$ cat src/logic/cpp_params.svh
// Offsets, field positions, reset values and timing counts of the port register bank
`ifndef CPP_PARAMS_SVH
`define CPP_PARAMS_SVH

`define CPP_OFS_DATA 2'h0
`define CPP_OFS_STATUS 2'h1
`define CPP_OFS_CONTROL 2'h2

`define CPP_BASE_378 10'h378
`define CPP_BASE_278 10'h278
`define CPP_BASE_3BC 10'h3bc

`define CPP_ST_BUSY 7
`define CPP_ST_ACK 6
`define CPP_ST_PERR 5
`define CPP_ST_SEL 4
`define CPP_ST_FAULT 3
`define CPP_ST_IRQ 2

`define CPP_CT_DIR 5
`define CPP_CT_ACKIEN 4
`define CPP_CT_SELIN 3
`define CPP_CT_INIT 2
`define CPP_CT_AUTOFD 1
`define CPP_CT_STROBE 0

`define CPP_RST_DATA 8'h00
`define CPP_RST_CONTROL 8'h00
`define CPP_UNMAPPED 8'hff
`define CPP_SYNC_STAGES 2

`endif

$ cat src/logic/cpp_pkg.sv
// Types shared by the parallel port register bank
package cpp_pkg;

  typedef enum logic [1:0] {
    CPP_MODE_STD = 2'h0,
    CPP_MODE_BIDIR = 2'h1,
    CPP_MODE_EPP = 2'h2,
    CPP_MODE_ECP = 2'h3
  } cpp_mode_t;

  typedef enum logic [1:0] {
    CPP_BASE_OFF = 2'h0,
    CPP_BASE_LPT1 = 2'h1,
    CPP_BASE_LPT2 = 2'h2,
    CPP_BASE_MONO = 2'h3
  } cpp_base_t;

  typedef struct packed {
    logic rd;
    logic wr;
    logic [9:0] addr;
    logic [7:0] wdata;
  } cpp_req_t;

  typedef struct packed {
    logic busy;
    logic ack_n;
    logic perror;
    logic select;
    logic fault_n;
  } cpp_lines_t;

endpackage

$ cat src/logic/cpp_buf2.sv
// Two-entry buffer with valid and ready on both sides
`timescale 1ns/1ps
module cpp_buf2 #(
  parameter int W = 8
) (
  // Clock and reset
  input wire logic clk_sys,
  input wire logic reset,
  input wire logic flush,
  // Fill side
  input wire logic in_valid,
  output logic in_ready,
  input wire logic [W-1:0] in_data,
  // Drain side
  output logic out_valid,
  input wire logic out_ready,
  output logic [W-1:0] out_data
);
  logic [W-1:0] mem [2];
  logic wp;
  logic rp;
  logic [1:0] cnt;
  logic push;
  logic pop;

  assign in_ready = (cnt != 2'h2);
  assign out_valid = (cnt != 2'h0);
  assign out_data = mem[rp];
  assign push = in_valid && in_ready;
  assign pop = out_valid && out_ready;

  always_ff @(posedge clk_sys or posedge reset) begin
    if (reset) begin
      wp <= 1'b0;
      rp <= 1'b0;
      cnt <= 2'h0;
    end else if (flush) begin
      wp <= 1'b0;
      rp <= 1'b0;
      cnt <= 2'h0;
    end else begin
      if (push) begin
        wp <= ~wp;
      end
      if (pop) begin
        rp <= ~rp;
      end
      cnt <= cnt + {1'b0, push} - {1'b0, pop};
    end
  end

  always_ff @(posedge clk_sys) begin
    if (push) begin
      mem[wp] <= in_data;
    end
  end
endmodule

$ cat src/logic/cpp_regs.sv
// Data, status and control registers of a compatible parallel port
`timescale 1ns/1ps
`include "cpp_params.svh"

// What this block does
// RULE_01: Registers are single bytes on an 8-bit host port; no wider access.
// RULE_02: Base selectable off, 378h, 278h; 3BCh only in standard and bidirectional.
// RULE_03: Hard reset loads every register with its default.
// RULE_04: Writes to read-only status are accepted and change nothing.
// RULE_05: Data register at offset 00h, read/write, 8 bits, resets to 00h.
// RULE_06: Status at offset 01h, read-only, bit 2 one after reset, 1:0 reserved.
// RULE_07: Standard mode drives the stored data byte onto the port lines continuously.
// RULE_08: Standard mode data read completes and returns the stored byte.
// RULE_09: Software should not read data register in standard mode.
// RULE_10: Bidirectional with direction 0: write stores and drives the byte.
// RULE_11: Bidirectional with direction 1: read returns live lines, register unchanged.
// RULE_12: Status bit 7 is busy inverted.
// RULE_13: Status bit 6 follows acknowledge line level.
// RULE_14: Status bit 5 follows paper error true-sense.
// RULE_15: Status bit 4 follows select true-sense.
// RULE_16: Status bit 3 follows fault line level.
// RULE_17: Standard mode status bit 2 always reads one.
// RULE_18: Bidirectional, enabled: acknowledge rising edge clears flag and raises interrupt.
// RULE_19: Flag returns to one on status read and on hard reset.
// RULE_20: With acknowledge interrupt disabled, flag never clears.
// RULE_21: Software masks reserved bits on read and preserves them on write.
// RULE_22: Control bit 4 enables the acknowledge interrupt.
// RULE_23: Bidirectional: control bit 5 zero drives lines, one releases them.
// RULE_24: Peripheral inputs are synchronised before use.
module cpp_regs (
  // Clock and reset
  input wire logic clk_sys,
  input wire logic reset,
  input wire logic hard_reset_input,
  // Configuration
  input wire cpp_pkg::cpp_mode_t port_mode,
  input wire cpp_pkg::cpp_base_t port_base,
  // Host request
  input wire cpp_pkg::cpp_req_t io_req,
  output logic io_ready,
  // Host read answer
  output logic rsp_valid,
  input wire logic rsp_ready,
  output logic [7:0] rsp_data,
  // Port data lines
  input wire logic [7:0] port_data_lines_in,
  output logic [7:0] port_data_lines_out,
  output logic port_data_lines_oe,
  // Peripheral status lines
  input wire cpp_pkg::cpp_lines_t periph_lines,
  // Control lines and interrupt
  output logic strobe_n,
  output logic autofd_n,
  output logic init_n,
  output logic selectin_n,
  output logic port_irq
);
  import cpp_pkg::*;

  ////////////////////////////////////////////////////////////////////////////
  // Synchronisers

  logic hard_rst;
  logic [7:0] pd_live;
  cpp_lines_t lines;
  logic ack_prev;
  logic ack_rise;
  logic [4:0] lines_q;

  // Acknowledge crosses inverted so a cleared synchroniser reads as an idle high line;
  // a plain zero there would look like a trailing acknowledge edge just after reset
  localparam logic [4:0] ACK_FLIP = 5'h08;

  cpp_sync #(.W(1)) u_sync_rst (
    .clk_sys(clk_sys),
    .reset(reset),
    .d(hard_reset_input),
    .q(hard_rst)
  );

  // Pin levels cross two flops before any status or edge logic sees them
  cpp_sync #(.W(13)) u_sync_pins ( // RULE_24
    .clk_sys(clk_sys),
    .reset(reset),
    .d({port_data_lines_in, periph_lines ^ ACK_FLIP}),
    .q({pd_live, lines_q})
  );

  assign lines = cpp_lines_t'(lines_q ^ ACK_FLIP);

  always_ff @(posedge clk_sys or posedge reset) begin
    if (reset) begin
      ack_prev <= 1'b1;
    end else begin
      ack_prev <= lines.ack_n;
    end
  end

  // Acknowledge interrupt fires on the trailing low-to-high edge
  assign ack_rise = lines.ack_n && !ack_prev;

  ////////////////////////////////////////////////////////////////////////////
  // Address decode

  logic bidir;
  logic base_ok;
  logic [9:0] base_addr;
  logic hit;
  logic [1:0] ofs;
  logic take;
  logic rd_take;
  logic wr_take;

  assign bidir = (port_mode != CPP_MODE_STD);

  always_comb begin
    base_ok = 1'b1;
    base_addr = `CPP_BASE_378;
    case (port_base)
      CPP_BASE_LPT1: base_addr = `CPP_BASE_378; // RULE_02
      CPP_BASE_LPT2: base_addr = `CPP_BASE_278; // RULE_02
      CPP_BASE_MONO: begin
        base_addr = `CPP_BASE_3BC;
        base_ok = (port_mode == CPP_MODE_STD) || (port_mode == CPP_MODE_BIDIR); // RULE_02
      end
      default: base_ok = 1'b0;
    endcase
  end

  assign ofs = io_req.addr[1:0];
  // Three registers per base; offset 3 is outside the bank
  assign hit = base_ok && (io_req.addr[9:2] == base_addr[9:2]) && (ofs != 2'h3);
  assign take = (io_req.rd || io_req.wr) && io_ready;
  // Byte-only port: one register per access, never a wider word
  assign rd_take = take && io_req.rd; // RULE_01
  assign wr_take = take && io_req.wr && !io_req.rd;

  ////////////////////////////////////////////////////////////////////////////
  // Data register

  logic [7:0] port_data_byte;
  logic wr_data;

  assign wr_data = wr_take && hit && (ofs == `CPP_OFS_DATA); // RULE_04

  always_ff @(posedge clk_sys or posedge reset) begin
    if (reset) begin
      port_data_byte <= `CPP_RST_DATA;
    end else if (hard_rst) begin
      port_data_byte <= `CPP_RST_DATA; // RULE_03
    end else if (wr_data) begin
      port_data_byte <= io_req.wdata; // RULE_05 RULE_10
    end
  end

  ////////////////////////////////////////////////////////////////////////////
  // Control register

  logic [7:0] port_line_control;
  logic acknowledge_interrupt_enable;
  logic dir_in;

  always_ff @(posedge clk_sys or posedge reset) begin
    if (reset) begin
      port_line_control <= `CPP_RST_CONTROL;
    end else if (hard_rst) begin
      port_line_control <= `CPP_RST_CONTROL; // RULE_03
    end else if (wr_take && hit && (ofs == `CPP_OFS_CONTROL)) begin
      port_line_control <= {2'h0, io_req.wdata[5:0]};
    end
  end

  assign acknowledge_interrupt_enable = port_line_control[`CPP_CT_ACKIEN]; // RULE_22
  // Direction bit only matters outside standard mode
  assign dir_in = bidir && port_line_control[`CPP_CT_DIR]; // RULE_23

  assign strobe_n = ~port_line_control[`CPP_CT_STROBE];
  assign autofd_n = ~port_line_control[`CPP_CT_AUTOFD];
  assign init_n = port_line_control[`CPP_CT_INIT];
  assign selectin_n = ~port_line_control[`CPP_CT_SELIN];

  ////////////////////////////////////////////////////////////////////////////
  // Port data pins

  assign port_data_lines_out = port_data_byte; // RULE_07 RULE_10
  assign port_data_lines_oe = !dir_in; // RULE_07 RULE_23

  ////////////////////////////////////////////////////////////////////////////
  // Interrupt flag

  logic port_interrupt_flag;
  logic rd_status;
  logic ack_event;

  assign rd_status = rd_take && hit && (ofs == `CPP_OFS_STATUS);
  assign ack_event = bidir && acknowledge_interrupt_enable && ack_rise; // RULE_18 RULE_20

  // Flag is active low; an edge landing on a status read still clears it
  always_ff @(posedge clk_sys or posedge reset) begin
    if (reset) begin
      port_interrupt_flag <= 1'b1;
    end else if (hard_rst) begin
      port_interrupt_flag <= 1'b1; // RULE_19
    end else if (ack_event) begin
      port_interrupt_flag <= 1'b0; // RULE_18
    end else if (rd_status) begin
      port_interrupt_flag <= 1'b1; // RULE_19
    end
  end

  assign port_irq = bidir && !port_interrupt_flag; // RULE_18

  ////////////////////////////////////////////////////////////////////////////
  // Read path

  logic [7:0] port_line_status;
  logic [7:0] rd_value;

  always_comb begin
    port_line_status = 8'h00;
    port_line_status[`CPP_ST_BUSY] = ~lines.busy; // RULE_12
    port_line_status[`CPP_ST_ACK] = lines.ack_n; // RULE_13
    port_line_status[`CPP_ST_PERR] = lines.perror; // RULE_14
    port_line_status[`CPP_ST_SEL] = lines.select; // RULE_15
    port_line_status[`CPP_ST_FAULT] = lines.fault_n; // RULE_16
    port_line_status[`CPP_ST_IRQ] = bidir ? port_interrupt_flag : 1'b1; // RULE_06 RULE_17
  end

  always_comb begin
    rd_value = `CPP_UNMAPPED;
    if (hit) begin
      case (ofs)
        `CPP_OFS_DATA: rd_value = dir_in ? pd_live : port_data_byte; // RULE_08 RULE_11
        `CPP_OFS_STATUS: rd_value = port_line_status; // RULE_06
        `CPP_OFS_CONTROL: rd_value = port_line_control;
        default: rd_value = `CPP_UNMAPPED;
      endcase
    end
  end

  // Host stall backs up into the request side instead of dropping answers
  cpp_buf2 #(.W(8)) u_rsp_buf (
    .clk_sys(clk_sys),
    .reset(reset),
    .flush(hard_rst),
    .in_valid(rd_take),
    .in_ready(io_ready),
    .in_data(rd_value),
    .out_valid(rsp_valid),
    .out_ready(rsp_ready),
    .out_data(rsp_data)
  );
endmodule

$ cat src/logic/cpp_sync.sv
// Two-flop synchroniser for a group of asynchronous levels
`timescale 1ns/1ps
module cpp_sync #(
  parameter int W = 1
) (
  // Clock and reset
  input wire logic clk_sys,
  input wire logic reset,
  // Levels
  input wire logic [W-1:0] d,
  output logic [W-1:0] q
);
  logic [W-1:0] meta;

  // Only the second stage is visible to the rest of the design
  always_ff @(posedge clk_sys or posedge reset) begin
    if (reset) begin
      meta <= '0;
      q <= '0;
    end else begin
      meta <= d;
      q <= meta;
    end
  end
endmodule
$ cat config.mk
export PLATFORM = sky130hd
export DESIGN_NAME = cpp_regs
export DESIGN_NICKNAME = d
export VERILOG_FILES = /design/src/logic/cpp_pkg.sv /design/src/logic/cpp_buf2.sv /design/src/logic/cpp_regs.sv /design/src/logic/cpp_sync.sv
export VERILOG_INCLUDE_DIRS = /design/src /design/src/logic
export SDC_FILE = /design/constraint.sdc
export NUM_CORES = 1
export LEC_CHECK = 0
export ABC_CLOCK_PERIOD_IN_PS = 2100
export BUFFER_PORTS_ARGS = -buffer_cell sky130_fd_sc_hd__buf_2
export CAP_MARGIN = 20
export CORE_MARGIN = 10
export CORE_UTILIZATION = 48
export CTS_BUF_LIST = sky130_fd_sc_hd__clkbuf_4 sky130_fd_sc_hd__clkbuf_8
export DETAILED_ROUTE_END_ITERATION = 8
export PLACE_DENSITY = 0.8
export SETUP_SLACK_MARGIN = 0.05
export SYNTH_ARGS = -nofsm -noshare
export SYNTH_HDL_FRONTEND = slang
export SYNTH_HIERARCHICAL = 1
export SYNTH_SLANG_ARGS = --single-unit
$ cat constraint.sdc
create_clock -name clk_sys -period 2.1 [get_ports clk_sys]
set_clock_uncertainty 0.1 [all_clocks]
set_input_delay 0 -clock clk_sys [delete_from_list [all_inputs] [get_ports clk_sys]]
set_output_delay 0 -clock clk_sys [all_outputs]
set_load 0.02 [all_outputs]
## Word level (Yosys, flattened, before mapping)

Memories as Yosys holds them, arrays and structs flattened.
Cells that the tools add are included.

| cells by class | value |
|---|---|
| add/sub/neg operators | 2 |
| multiply operators | 0 |
| div/mod/pow operators | 0 |
| $lt $le $gt $ge | 0 |
| eq/ne operators | 9 |
| shift-type cells | 0 |
| muxes and demuxes | 20 |
| bitwise logic cells | 8 |
| reductions and logical operators | 34 |

Operators by type and width:

| kind | count |
|---|---|
| $mux W8 | 6 |
| $pmux W8 S3 | 1 |
| $logic_and A1 B1 Y1 | 18 |
| $pmux W9 S2 | 1 |
| $reduce_bool A2 Y1 | 6 |
| $mux W1 | 10 |
| $eq A8 B8 Y1 | 1 |
| $not A1 Y1 | 8 |
| $eq A2 B1 Y1 const B | 3 |
| $eq A2 B2 Y1 const B | 3 |
| $logic_not A1 Y1 | 4 |
| $logic_not A2 Y1 | 2 |
| $ne A2 B2 Y1 const B | 2 |
| $reduce_bool A3 Y1 | 1 |
| $add A2 B1 Y2 | 1 |
| $logic_or A1 B1 Y1 | 2 |
| $mux W2 | 1 |
| $pmux W1 S2 | 1 |
| $reduce_or A2 Y1 | 1 |
| $sub A2 B1 Y2 | 1 |

| storage, ports and cells | value |
|---|---|
| register bits after elaboration | 50 |
| latch bits | 0 |
| RAM bits | 16 |
| ROM bits | 0 |
| output and inout port bits | 24 |
| memories | 1 |

Memory list:

| memory | depth | bits a word | rd ports | clocked after Yosys merged registers in | wr ports | RTL line | source |
|---|---|---|---|---|---|---|---|
| u_rsp_buf.mem | 2 | 8 | 1 | 0 | 1 | cpp_buf2.sv:19 | `logic [W-1:0] mem [2];` |

## Longest topological paths before layout

| depth | value |
|---|---|
| depth in word-level cells | 10 |
| mapped depth | 9 |

## Modules after synthesis

The synthesis kept the hierarchy.

By module, submodules not included:

| module | times used | cells each | area each (µm²) | seq. area each (µm²) |
|---|---|---|---|---|
| cpp_regs | 1 | 127 | 1234.9 | 402.9 |
| cpp_buf2 | 1 | 49 | 833.3 | 580.6 |
| cpp_sync at u_sync_pins | 1 | 27 | 654.4 | 650.6 |
| cpp_sync at u_sync_rst | 1 | 3 | 53.8 | 50.0 |

## Least setup slack after synthesis

Ideal clock, no wire load.

| timing path | value |
|---|---|
| path type | register -> register |
| start | register u_rsp_buf.cnt[1] |
| end | register u_rsp_buf.cnt[1] |
| library setup time | 86 ps |
| arrival time | 1704 ps |
| setup slack | 210 ps |
| cell stages (with the launch flop) | 10 |
| path buffers | 0 |
| clock period less this slack | 1890 ps |
| path through | dfrtp_1 nand2b_4 and2_1 nand2_4 ha_1 inv_1 ha_1 xor2_1 and2_2 nor3_1 |

| between the ends | value |
|---|---|
| cells in the longest elaborated chain, start to end | 7 |
| elaborated cells on any way between the ends | 9 |
| those cells by class | 2 x add/sub; 1 x eq/ne; 1 x mux; 5 x reduce/logical |

Ends and longest elaborated chain:

| element | RTL line | source |
|---|---|---|
| start: declaration | cpp_buf2.sv:22 | `logic [1:0] cnt;` |
| start signal: assignment | cpp_buf2.sv:48 | `cnt <= cnt + {1'b0, push} - {1'b0, pop};` |
| $ne A2 B2 Y1 | cpp_buf2.sv:26 | `assign in_ready = (cnt != 2'h2);` |
| net io_ready | cpp_regs.sv:40 | `output logic io_ready,` |
| $logic_and A1 B1 Y1 | cpp_regs.sv:133 | `assign take = (io_req.rd \|\| io_req.wr) && io_ready;` |
| $logic_and A1 B1 Y1 | cpp_regs.sv:135 | `assign rd_take = take && io_req.rd;` |
| net rd_take | cpp_regs.sv:111 | `logic rd_take;` |
| $logic_and A1 B1 Y1 | cpp_buf2.sv:29 | `assign push = in_valid && in_ready;` |
| $add A2 B1 Y2 | cpp_buf2.sv:48 |  |
| $sub A2 B1 Y2 | cpp_buf2.sv:48 |  |
| $mux W2 | cpp_buf2.sv:37 | `end else if (flush) begin` |

The timed path passes the listed nets, and every way through them passes these cells.
A chain may end at the register's enable or synchronous reset.

## Final worst setup path

| timing path | value |
|---|---|
| start | register u_rsp_buf.cnt[0] |
| end | register u_rsp_buf.cnt[1] |

| between the ends | value |
|---|---|
| cells in the longest elaborated chain, start to end | 7 |
| elaborated cells on any way between the ends | 9 |
| those cells by class | 2 x add/sub; 1 x eq/ne; 1 x mux; 5 x reduce/logical |

Ends and longest elaborated chain:

| element | RTL line |
|---|---|
| $ne A2 B2 Y1 | cpp_buf2.sv:26 |
| $logic_and A1 B1 Y1 | cpp_regs.sv:133 |
| $logic_and A1 B1 Y1 | cpp_regs.sv:135 |
| net rd_take | cpp_regs.sv:111 |
| $logic_and A1 B1 Y1 | cpp_buf2.sv:29 |
| $add A2 B1 Y2 | cpp_buf2.sv:48 |
| $sub A2 B1 Y2 | cpp_buf2.sv:48 |
| $mux W2 | cpp_buf2.sv:37 |

The timed path passes the listed nets, and every way through them passes these cells.

==> key figures <==
STA
  – Setup ws final: 0.1867 ns
  – Max-slew violations: 0
  – Final Setup Violations: 0
  – Final period util: 91.11%
  – Fmax: 522.7 MHz
  – Rel. slew slack: 56.98%
  – Setup TNS: 0 ns
  – Final hold violations: 0
  – Slew @ Worst Pin: 0.6446 ns
  – Min Tclk post-route: 1.913 ns
  – RSZ-0062 raised after global routing: no

Synth
  – Post-synth top cells: 46 x dfrtp_1, 24 x nand2b_1, 20 x mux2i_1
  – Synth unique cells: 40
  – Async SR Flop Fraction: 75.00%
  – Syn Inst Count: 206
  – Syn. warnings: 6
  – Post-synthesis register bit count: 64
  – Yosys top cell area share: 41.46%
  – Avg Inst Size Synth: 13.48 um^2
  – Largest area contributor in the netlist: dfrtp_1
  – Post-Syn Area: 0.002776 mm^2
  – Synth area leaders: dfrtp_1 41%, edfxtp_1 17%, mux2i_1 7.2%
  – Post-synthesis sequential area ratio: 60.66%
  – Synth Flop Type: dfrtp_1
  – Number of synthesized flops with an enable pin: 16
  – Most frequent cell after synthesis: dfrtp_1
  – Mapped Nets: 253

Floorplanning
  – Die area: 0.009227 mm^2
  – FP Rows: 27
  – Die X: 96.06 um
  – Core area: 0.005574 mm^2
  – Initial Util: 49.81%
  – Die Y: 96.06 um
  – IO Count: 65

Global route
  – Largest net degree at the start of global routing: 29
  – Vias in the first global route: 2035
  – Remaining global-route overflow: 0
  – Initial antenna violation count: 0
  – Tot GR Track Use: 14.37%
  – First-pass GRT wire length: 10040 um

Critical path
  – Crit path max-delay family: simple AND/OR/NAND/NOR gates
  – Crit-path cells: nand2b_4, and2_4, nand2_4, ha_1, inv_1, ha_1, xor2_1, and2_2, nor3_1
  – Max Fanout on Critical Path: 5
  – Worst path bufs/invs: 1
  – Max incr delay on CP: 0.39 ns
  – CP max-delay cell: dfrtp_1
  – Worst setup SP type: flop
  – Most used cell, CP: ha_1
  – Critical path arrival: 2.06 ns
  – Setup CP Type: flop to flop
  – Req. time, crit path: 2.25 ns
  – CP Capture Type: flop

Route
  – WL/cell: 15.74 um
  – Vias: 1880
  – Post-Route WL: 6058 um
  – Drt pass-1 iters: 4
  – Vias per inst: 4.883
  – Initial drt markers: 115
  – Post-DRT Antenna Nets: 0
  – # DRC: 0

Place
  – Port bufs: 64
  – Place WS: 0.1368 ns
  – DP HPWL: 4227 um
  – Global placement routability congestion: 0.7734

CTS
  – Root Driver: clkbuf_8
  – CTS tree: done
  – Clock H-tree levels: 3
  – Clk Latency, worst-skew pair: 0.33 ns
  – Setup Fix Bufs, Post-CTS: 0
  – CTS Sinks: 64
  – Worst-path clk slew: 0.07 ns
  – CTS Buf Count: 9
  – Clock buffer depth: 2

Final layout
  – Nets: 354
  – Share of cells above drive strength 1: 37.18%
  – Area Growth Syn to Fin: 30.55%

Min path
  – Hold Path Class: input pin to flop

Run status
  – Status: complete, no violations

Power
  – Peak supply drop: 576.9 uV
  – PwrDens: 798.5 mW/mm^2
  – Leak pwr: 1.624 nW

Flow run
  – Max-cap viol count: 0
## state kept, by name (all words and copies together) (netlist names)
signal and cells:
ack_prev 1, port_data_lines_out 8, port_interrupt_flag 1, port_line_control 6, u_rsp_buf/cnt 2, u_rsp_buf/mem 16, u_rsp_buf/rp 1, u_rsp_buf/wp 1
u_sync_pins/meta 13, u_sync_pins/q 13, u_sync_rst/meta 1, u_sync_rst/q 1
## power breakdown
part	switching, mW	internal (mW)	leakage [nW]
logic	0.280	0.265	0.829
registers	0.0663	1.37	0.707
clock network	0.460	0.451	0.0878
total	0.806	2.09	1.62
## metal layers
metal	GRT usage (%)	share of wire, %	routed length, um	vias to the layer above
li1	-	-	-	913
met2	23.71	51	3117	48
met4	8.600	2.4	145	0
met5	0	0	0	-
met3	4.202	5.9	359	11
met1	16.13	40	2436	908
## what timing repair did
item                                    4_1_cts  5_1_grt
gates resized for setup                       0        1
hold buffers                                 26        0
endpoints found under the hold margin        76        0
endpoints found under the setup margin        0        1
## placed cells by master, fill, tap and decap left out, drive strengths merged, types with 7 or more instances in the layout
cell type    Yosys  final
o21ai            7      7
clkbuf           3     10
edfxtp          16     16
inv             12     12
nand2            8      8
mux2            17     17
nand2b          25     25
mux2i           20     20
nor2             8      8
buf              3     70
dlygate4sd3      0     26
dfrtp           46     46
## stage by stage
stage                     power, mW  hold slack (ns)  instances  utilization, %  area, um^2
after floorplan               1.815          -0.3588        206               -        2776
after global placement        1.955          -0.2159        342           57.17        3187
after detailed placement      1.971          -0.2164        342           57.17        3187
after CTS                     2.919         0.004367        384           64.94        3620
after global routing          3.038          0.04245        384           64.98        3622
final                         2.894          0.01108        385           65.03        3625
## area by class of cell
cell class	instances	area, um^2
clock inverters	6	35.03
diodes	1	2.502
repair buffers	96	625.6
well taps	72	90.09
clock buffers	10	137.6
multi-input cells	124	1005
inverters	12	45.04
flip-flops and latches	64	1684
fillers	424	1949
## cell families (layout without fill, tap and decap cells)
logic type	after synthesis	count (layout)	share of synthesized area, %
flip-flops	64	64	60.66
AND/OR/NAND/NOR	62	62	14.06
multiplexers	37	37	14.24
buffers and inverters	18	124	3.244
AO/OA/AOI/OAI	15	15	3.830
adder cells (fa/ha/maj)	6	6	2.704
XOR/XNOR	4	4	1.262
other	0	1	0
## path summary, 6_finish.rpt
check | slack [ns] | depth (start not counted) | start | endpoint
worst max register to register | 0.19 | 9 | u_rsp_buf/cnt[0] | u_rsp_buf/cnt[1]
worst min register to register | 0.25 | 0 | u_sync_pins/meta[6] | u_sync_pins/q[6]
min in group asynchronous | 0.02 | 3 | reset | u_rsp_buf/rp
max in group asynchronous | 1.26 | 3 | reset | port_data_lines_out[1]
worst min-delay path | 0.01 | 3 | io_req[9] | port_interrupt_flag
worst max-delay path | 0.19 | 9 | u_rsp_buf/cnt[0] | u_rsp_buf/cnt[1]
## worst register-to-register path: stages (launching register included)
cell and delay [ns]:
dfrtp_1 0.39, nand2b_4 0.18, and2_4 0.17, nand2_4 0.05, ha_1 0.26, inv_1 0.03
ha_1 0.18, xor2_1 0.15, and2_2 0.19, nor3_1 0.13
(Power assumes the default switching activity.)
